$ cat src/common/csf_map.svh
// register offsets, field positions, reset values and timing counts
// How it works
// thermistor zone is a 3-bit read-only code: off, cold, cool, warm, hot, normal.
// recharge-needed bit is live only when recharge disabled and charger state is 100.
// when live, recharge-needed reads 1 below recharge threshold, 0 above it.
// battery state is a 3-bit read-only code from monitor off to above weak.
// fault bit 3 sets on battery short and holds until cleared.
// fault bit 1 sets on lower overtemperature; resets to 0.
// fault bit 0 sets on upper overtemperature; resets to 0.
// writing 1 or a supply cycle clears a fault bit; writing 0 does nothing.
// config bits 7:5 pick short timeout 1 to 180 s; default code 100.
// config bits 2:0 pick short threshold 2.0 to 2.7 V; default code 100.
// charger state code 100 means charge complete.
// short flag sets when voltage stays below threshold for whole timeout.
// unused register bits read 0 and ignore writes.
`ifndef CSF_MAP_SVH
`define CSF_MAP_SVH
`define CSF_ADDR_STATUS_TWO   8'h0c
`define CSF_ADDR_FAULT        8'h0d
`define CSF_ADDR_SHORT_CFG    8'h10
`define CSF_FLT_SHORT_BIT     3
`define CSF_FLT_OT_LOW_BIT    1
`define CSF_FLT_OT_HIGH_BIT   0
`define CSF_FLT_USED_MASK     8'h0b
`define CSF_CFG_USED_MASK     8'he7
`define CSF_CFG_RESET         8'h84
`define CSF_CHG_COMPLETE      3'h4
`define CSF_CFG_TMO_LSB       5
`define CSF_CFG_VTH_LSB       0
`define CSF_SHORT_TMO_0       8'h01
`define CSF_SHORT_TMO_1       8'h02
`define CSF_SHORT_TMO_2       8'h04
`define CSF_SHORT_TMO_3       8'h0a
`define CSF_SHORT_TMO_4       8'h1e
`define CSF_SHORT_TMO_5       8'h3c
`define CSF_SHORT_TMO_6       8'h78
`define CSF_SHORT_TMO_7       8'hb4
`define CSF_CLK_HZ            250000000
`define CSF_SEC_CYCLES        (`CSF_CLK_HZ * 1)
`endif

$ cat src/common/csf_pkg.sv
// types shared by the charger status and fault register bank
package csf_pkg;
  typedef struct packed {
    logic [2:0] thermistor_zone;
    logic       below_recharge;
    logic [2:0] battery_state;
    logic       short_below;
    logic       overtemp_low_fault;
    logic       overtemp_high_fault;
  } csf_sense_type;

  typedef struct packed {
    logic       wr;
    logic       rd;
    logic [7:0] addr;
    logic [7:0] wdata;
  } csf_req_type;
endpackage : csf_pkg

$ cat src/csf_regs.sv
// status, fault and battery-short config registers of the charger
`timescale 1ns/1ps
`default_nettype none
`include "csf_map.svh"
module csf_regs #(
  parameter int unsigned SEC_CYCLES = `CSF_SEC_CYCLES
) (
  input  wire logic                 i_sys_clk,
  input  wire logic                 i_rst_n,
  input  wire logic                 i_supply_cycle,
  input  wire csf_pkg::csf_req_type i_req,
  input  wire csf_pkg::csf_sense_type i_sense,
  input  wire logic                 i_recharge_disable,
  input  wire logic [2:0]           i_charger_state,
  output logic [7:0]                o_rdata,
  output logic [2:0]                o_short_threshold_sel
);
  import csf_pkg::*;

  // two-stage synchronisers for comparator inputs
  csf_sense_type sense_meta;
  csf_sense_type sense;
  logic          supply_meta;
  logic          supply_sync;
  logic [7:0]    fault_flags;
  logic [7:0]    battery_short_config;
  logic [27:0]   short_cnt;
  logic [7:0]    short_secs;
  logic [7:0]    timeout_secs;
  logic          short_event;
  logic          recharge_needed_flag;
  logic [7:0]    charger_status_two;
  logic [7:0]    next_fault;
  logic [7:0]    fault_clear;
  logic [7:0]    fault_set;
  logic          wr_fault;
  logic          wr_cfg;

  always_ff @(posedge i_sys_clk) begin
    if (!i_rst_n) begin
      sense_meta  <= '0;
      sense       <= '0;
      supply_meta <= 1'b0;
      supply_sync <= 1'b0;
    end else begin
      sense_meta  <= i_sense;
      sense       <= sense_meta;
      supply_meta <= i_supply_cycle;
      supply_sync <= supply_meta;
    end
  end

  function automatic logic [7:0] timeout_of(input logic [2:0] code);
    case (code)
      3'h0:    timeout_of = `CSF_SHORT_TMO_0;
      3'h1:    timeout_of = `CSF_SHORT_TMO_1;
      3'h2:    timeout_of = `CSF_SHORT_TMO_2;
      3'h3:    timeout_of = `CSF_SHORT_TMO_3;
      3'h4:    timeout_of = `CSF_SHORT_TMO_4;
      3'h5:    timeout_of = `CSF_SHORT_TMO_5;
      3'h6:    timeout_of = `CSF_SHORT_TMO_6;
      default: timeout_of = `CSF_SHORT_TMO_7;
    endcase
  endfunction : timeout_of

  assign timeout_secs = timeout_of(battery_short_config[`CSF_CFG_TMO_LSB +: 3]);
  assign o_short_threshold_sel = battery_short_config[`CSF_CFG_VTH_LSB +: 3];

  // recharge info live only at charge complete with recharge disabled
  assign recharge_needed_flag = i_recharge_disable &&
                                (i_charger_state == `CSF_CHG_COMPLETE) &&
                                sense.below_recharge;
  assign charger_status_two = {sense.thermistor_zone, 1'b0,
                               recharge_needed_flag, sense.battery_state};

  assign wr_fault = i_req.wr && (i_req.addr == `CSF_ADDR_FAULT);
  assign wr_cfg   = i_req.wr && (i_req.addr == `CSF_ADDR_SHORT_CFG);
  assign fault_clear = supply_sync ? 8'hff
                     : (wr_fault ? i_req.wdata : 8'h00);
  assign fault_set = (8'(short_event) << `CSF_FLT_SHORT_BIT) |
                     (8'(sense.overtemp_low_fault) << `CSF_FLT_OT_LOW_BIT) |
                     (8'(sense.overtemp_high_fault) << `CSF_FLT_OT_HIGH_BIT);
  // hardware set wins over a simultaneous clear
  assign next_fault = (fault_flags & ~fault_clear | fault_set) & `CSF_FLT_USED_MASK;

  // short timer: seconds of continuous below-threshold
  assign short_event = sense.short_below && (short_secs >= timeout_secs);

  always_ff @(posedge i_sys_clk) begin
    if (!i_rst_n) begin
      short_cnt  <= '0;
      short_secs <= 8'h00;
    end else if (!sense.short_below) begin
      short_cnt  <= '0;
      short_secs <= 8'h00;
    end else if (short_secs < timeout_secs) begin
      if (short_cnt == 28'(SEC_CYCLES - 1)) begin
        short_cnt  <= '0;
        short_secs <= short_secs + 8'h01;
      end else begin
        short_cnt <= short_cnt + 28'h1;
      end
    end
  end

  always_ff @(posedge i_sys_clk) begin
    if (!i_rst_n) begin
      fault_flags          <= 8'h00;
      battery_short_config <= `CSF_CFG_RESET;
    end else begin
      fault_flags <= next_fault;
      if (wr_cfg) begin
        battery_short_config <= i_req.wdata & `CSF_CFG_USED_MASK;
      end
    end
  end

  always_ff @(posedge i_sys_clk) begin
    if (!i_rst_n) begin
      o_rdata <= 8'h00;
    end else if (i_req.rd && i_req.addr == `CSF_ADDR_STATUS_TWO) begin
      o_rdata <= charger_status_two;
    end else if (i_req.rd && i_req.addr == `CSF_ADDR_FAULT) begin
      o_rdata <= fault_flags;
    end else if (i_req.rd && i_req.addr == `CSF_ADDR_SHORT_CFG) begin
      o_rdata <= battery_short_config;
    end else if (i_req.rd) begin
      o_rdata <= 8'h00;
    end
  end

  property p_cfg_reset;
    @(posedge i_sys_clk) $rose(i_rst_n) |-> battery_short_config == `CSF_CFG_RESET;
  endproperty
  a_cfg_reset: assert property (p_cfg_reset) else $error("config reset value wrong");

  property p_sel_follow;
    @(posedge i_sys_clk) disable iff (!i_rst_n)
      wr_cfg |=> o_short_threshold_sel == $past(i_req.wdata[2:0]);
  endproperty
  a_sel_follow: assert property (p_sel_follow) else $error("threshold select mismatch");

  property p_short_hold;
    @(posedge i_sys_clk) disable iff (!i_rst_n)
      fault_flags[3] && !supply_sync && !(wr_fault && i_req.wdata[3]) |=> fault_flags[3];
  endproperty
  a_short_hold: assert property (p_short_hold) else $error("short flag lost");

  property p_ot_low_set;
    @(posedge i_sys_clk) disable iff (!i_rst_n)
      sense.overtemp_low_fault |=> fault_flags[1];
  endproperty
  a_ot_low_set: assert property (p_ot_low_set) else $error("low overtemp not set");

  property p_ot_high_set;
    @(posedge i_sys_clk) disable iff (!i_rst_n)
      sense.overtemp_high_fault |=> fault_flags[0];
  endproperty
  a_ot_high_set: assert property (p_ot_high_set) else $error("high overtemp not set");

  property p_w1c;
    @(posedge i_sys_clk) disable iff (!i_rst_n)
      wr_fault && i_req.wdata[0] && !supply_sync && !sense.overtemp_high_fault
      |=> !fault_flags[0];
  endproperty
  a_w1c: assert property (p_w1c) else $error("write one did not clear");

  property p_rch_gate;
    @(posedge i_sys_clk) disable iff (!i_rst_n)
      (i_charger_state != `CSF_CHG_COMPLETE || !i_recharge_disable) |-> !charger_status_two[3];
  endproperty
  a_rch_gate: assert property (p_rch_gate) else $error("recharge flag active wrongly");

  property p_unused_zero;
    @(posedge i_sys_clk) disable iff (!i_rst_n)
      fault_flags[7:4] == 4'h0 && !fault_flags[2] && battery_short_config[4:3] == 2'h0;
  endproperty
  a_unused_zero: assert property (p_unused_zero) else $error("unused bits nonzero");

  property p_short_needs_time;
    @(posedge i_sys_clk) disable iff (!i_rst_n)
      $rose(fault_flags[3]) |-> $past(short_secs) >= $past(timeout_secs);
  endproperty
  a_short_needs_time: assert property (p_short_needs_time) else $error("short too early");

  property p_short_set;
    @(posedge i_sys_clk) disable iff (!i_rst_n)
      short_event |=> fault_flags[`CSF_FLT_SHORT_BIT];
  endproperty
  a_short_set: assert property (p_short_set) else $error("short flag not set");

  property p_ot_low_hold;
    @(posedge i_sys_clk) disable iff (!i_rst_n)
      fault_flags[1] && !supply_sync && !(wr_fault && i_req.wdata[1]) |=> fault_flags[1];
  endproperty
  a_ot_low_hold: assert property (p_ot_low_hold) else $error("low overtemp flag lost");

  property p_supply_clear;
    @(posedge i_sys_clk) disable iff (!i_rst_n)
      supply_sync && fault_set == 8'h00 |=> fault_flags == 8'h00;
  endproperty
  a_supply_clear: assert property (p_supply_clear) else $error("supply cycle kept a flag");

  property p_cfg_write;
    @(posedge i_sys_clk) disable iff (!i_rst_n)
      wr_cfg |=> battery_short_config == ($past(i_req.wdata) & `CSF_CFG_USED_MASK);
  endproperty
  a_cfg_write: assert property (p_cfg_write) else $error("config write lost");

  property p_cfg_other_wr;
    @(posedge i_sys_clk) disable iff (!i_rst_n)
      i_req.wr && i_req.addr != `CSF_ADDR_SHORT_CFG |=> $stable(battery_short_config);
  endproperty
  a_cfg_other_wr: assert property (p_cfg_other_wr) else $error("config changed by other write");

  property p_rdata_fault;
    @(posedge i_sys_clk) disable iff (!i_rst_n)
      i_req.rd && i_req.addr == `CSF_ADDR_FAULT |=> o_rdata == $past(fault_flags);
  endproperty
  a_rdata_fault: assert property (p_rdata_fault) else $error("fault read data wrong");

  property p_unmapped_zero;
    @(posedge i_sys_clk) disable iff (!i_rst_n)
      i_req.rd && i_req.addr != `CSF_ADDR_STATUS_TWO && i_req.addr != `CSF_ADDR_FAULT &&
      i_req.addr != `CSF_ADDR_SHORT_CFG |=> o_rdata == 8'h00;
  endproperty
  a_unmapped_zero: assert property (p_unmapped_zero) else $error("unmapped read not zero");
endmodule : csf_regs
`default_nettype wire

$ cat config.mk
export PLATFORM = sky130hd
export DESIGN_NAME = csf_regs
export DESIGN_NICKNAME = d
export VERILOG_FILES = /design/src/common/csf_pkg.sv /design/src/csf_regs.sv
export VERILOG_INCLUDE_DIRS = /design/src /design/src/common
export SDC_FILE = /design/constraint.sdc
export NUM_CORES = 1
export LEC_CHECK = 0
export BUFFER_PORTS_ARGS = -buffer_cell sky130_fd_sc_hd__buf_2
export CAP_MARGIN = 25
export CORE_ASPECT_RATIO = 0.6
export CORE_MARGIN = 1
export CORE_UTILIZATION = 29
export DETAILED_ROUTE_END_ITERATION = 12
export PLACE_DENSITY = 0.43
export SLEW_MARGIN = 25
export SYNTH_ARGS = -nofsm -noshare
export SYNTH_HDL_FRONTEND = slang
export SYNTH_SLANG_ARGS = --single-unit
$ cat constraint.sdc
create_clock -name i_sys_clk -period 5.15 [get_ports i_sys_clk]
set_input_delay 0.7725 -clock i_sys_clk [delete_from_list [all_inputs] [get_ports i_sys_clk]]
set_output_delay 0.7725 -clock i_sys_clk [all_outputs]
set_load 0.05 [all_outputs]
==> flow_summary.ini <==
[floorplan]
die_h_um = 85.4
num_rows = 30
die_w_um = 141
core_area_sq_mm = 0.0113
start_util = 0.297
pin_count = 46
die_area_sq_mm = 0.0120

[pwr]
clkPwrFrac = 0.503
swShare = 0.219
p_int_mw = 0.977
p_per_area_mw_per_mm2 = 313
power.leakage_nw = 1.45
seq_power_share = 0.468
comb_power_share = 0.029
irDropWorstVdd_mv = 0.129
switching_power_mw = 0.274

[timing]
period_needed_ns = 3.23
hold_viol = 0
slew_headroom = 0.393
timing.fmax_ghz = 0.309
worst_pin_slew_ns = 0.903
drv_slew = 0
finClkSkew_ns = 0.00738
finalCritPeriodShare = 0.628
report.final.setup_viol = 0
rsz0062_at_grt = false
finalSetupTns_ns = 0

[worst_setup_path]
critPathKind = flip-flop to flip-flop
endpoint_kind = flip-flop
arrival_ns = 3.42
crit_path_max_fanout = 23
required_ns = 5.34
startpoint_type = flip-flop

[min_path]
hp-class = flip-flop to flip-flop

[synth]
synth-seq-cells = 74
yosys_warnings = 0
synthCells = 372
ys_types = 49
avgSynthCellArea_sq_um = 9.03
synth_area_sq_mm = 0.00336
ys_async_sr_fraction = 0
synth_seq_area_share = 0.441
synth_edf_count = 0
synth_nets = 417
synth_flop_cell = dfxtp_1

[clock_network]
insertion_delay_ns = 0.33
cts_sinks = 74
cts_tree = done
holdBufCountCts = 0
clockRootBuffer = clkbuf_16
post_cts_buffers = 0
numCtsBuffers = 9
htreeDepth = 3
max-clock-path-buffers = 2
cts-resized-gates = 0
path_clk_slew_ns = 0.06

[final_layout]
nFillCells = 1185
layout.nets = 453
drive_gt1_frac = 0.162
diodes = 0
area_delta_synth_final_pct = 19.0
multiInputGateArea_sq_mm = 0.00177
final_core_util = 0.354
seqCellArea_sq_mm = 0.00148

[placed_design]
numPortBuffers = 43
gp_congestion = 0.805
dp.final_hpwl_um = 5890

[routing]
wl_per_cell_um = 13.8
vias = 2686
vias_per_cell = 4.69
drt_iter0_markers = 159
wl_um = 7930
ant_nets = 0
firstDrtPassIters = 4
drc = 0

[grt]
antenna_found_initial = 0
grt_pass1_wl_um = 13100
grt_pass1_vias = 2491
grt_max_degree = 41
grt.overflow.total = 0
track_usage = 0.142

[run_status]
status = completed

[run]
maxCapViolCount = 0
[cell usage in the layout, fill, tap and decap left out, types with 6 or more instances in the layout]
| cell | synthesis | final |
|---|---|---|
| dfxtp_1 | 74 | 74 |
| buf_2 | 2 | 43 |
| nor2_1 | 32 | 32 |
| and2_1 | 26 | 26 |
| nand2_1 | 25 | 25 |
| xnor2_1 | 23 | 23 |
| a21oi_1 | 20 | 20 |
| nor3_1 | 15 | 15 |
| o21ai_0 | 14 | 14 |
| nand4_1 | 14 | 14 |
| nand3_1 | 12 | 12 |
| nor2b_1 | 10 | 10 |
| ha_1 | 10 | 10 |
| clkbuf_16 | 0 | 9 |
| and3_1 | 7 | 7 |
| mux2i_1 | 7 | 7 |
| inv_1 | 6 | 6 |
| or3_1 | 6 | 6 |
[registers in the layout (all words and copies together) (netlist names)]
signal and count:
sense_meta 10, fault_flags 3, battery_short_config 6, sense 4
charger_status_two 6, o_rdata 7, supply_sync 1, short_cnt 28
short_secs 8, supply_meta 1
[final timing paths]
check	from	to	slack, ns	cells after the start
setup / recovery	battery_short_config[7]	short_cnt[8]	1.92	11
hold / removal	sense_meta[4]	charger_status_two[1]	0.43	1
hold reg to reg	sense_meta[4]	charger_status_two[1]	0.43	1
setup reg to reg	battery_short_config[7]	short_cnt[8]	1.92	11
[through the flow]
step	hold slack (ns)	power, mW	area [sq um]	worst slack (ns)	std cells
2_1_floorplan	0.412	0.616	3360	2.55	372
3_3_place_gp	0.417	0.634	3690	1.99	557
3_5_place_dp	0.419	0.634	3690	1.91	557
4_1_cts	0.434	1.27	4000	1.90	573
5_1_grt	0.454	1.30	4000	1.63	573
6_report	0.432	1.25	4000	1.92	573
[layer usage]
metal  vias up  share of wire  track usage
met5         -              0            0
met4         0          0.010       0.0474
met3         9          0.052       0.0401
met2        58           0.37        0.186
met1      1228           0.57        0.217
li1       1391              -            -
[cells in the mapped netlist (all sizes together), types with 2 or more instances]
master	count	share of area
nand2	25	0.028
xor2	3	0.0078
nor2b	10	0.019
or4	3	0.0089
nand4	14	0.026
xnor2	23	0.060
dfxtp	74	0.44
nand3	12	0.018
a21oi	20	0.030
inv	6	0.0067
o2bb2ai	2	0.0052
or3	6	0.011
ha	10	0.037
nor3	16	0.025
a311oi	2	0.0052
or2	2	0.0037
nor4	5	0.011
nor3b	2	0.0045
nor2	32	0.036
a222oi	4	0.012
and4	2	0.0052
nor4b	6	0.019
mux2i	7	0.021
or3b	2	0.0052
and3	7	0.013
buf	6	0.012
o21ai	14	0.021
o21a	4	0.0089
clkbuf	13	0.015
a221oi	2	0.0052
and2	27	0.050
[power groups by stage]
| stage | registers [mW] | clock network (mW) | logic (mW) |
|---|---|---|---|
| 2_1_floorplan | 0.598 | 0 | 0.0180 |
| 3_3_place_gp | 0.598 | 0 | 0.0365 |
| 3_5_place_dp | 0.598 | 0 | 0.0366 |
| 4_1_cts | 0.585 | 0.650 | 0.0368 |
| 5_1_grt | 0.586 | 0.673 | 0.0411 |
| 6_report | 0.585 | 0.629 | 0.0364 |
[layout make-up]
class | instances | area share
Multi-Input combinational cell | 273 | 0.442
Sequential cell | 74 | 0.371
Clock buffer | 9 | 0.0564
Timing Repair Buffer | 44 | 0.0557
Tap cell | 160 | 0.0501
Clock inverter | 7 | 0.0197
Inverter | 6 | 0.00564
[kinds of logic after synthesis]
| family | after synthesis | share of synthesized area |
|---|---|---|
| AOI/OAI and AO/OA | 54 | 0.103 |
| buffers and inverters | 25 | 0.0332 |
| xor gates and xnor gates | 26 | 0.0678 |
| adders and majority gates | 10 | 0.0373 |
| and+or+nand+nor | 175 | 0.296 |
| other | 1 | 0.00112 |
| muxes | 7 | 0.0209 |
| DFF | 74 | 0.441 |
[critical path, stage by stage (launching register included)]
cell      delay [ns]
dfxtp_1         0.47
inv_1           0.16
nor3_1          0.20
a21oi_1         0.06
ha_1            0.30
nor2b_1         0.13
o211ai_1        0.19
a21oi_1         0.09
buf_4           0.22
nor3_2          0.40
or2_1           0.74
nor2_1          0.11
No activity file was read; power rests on OpenSTA's default activity.
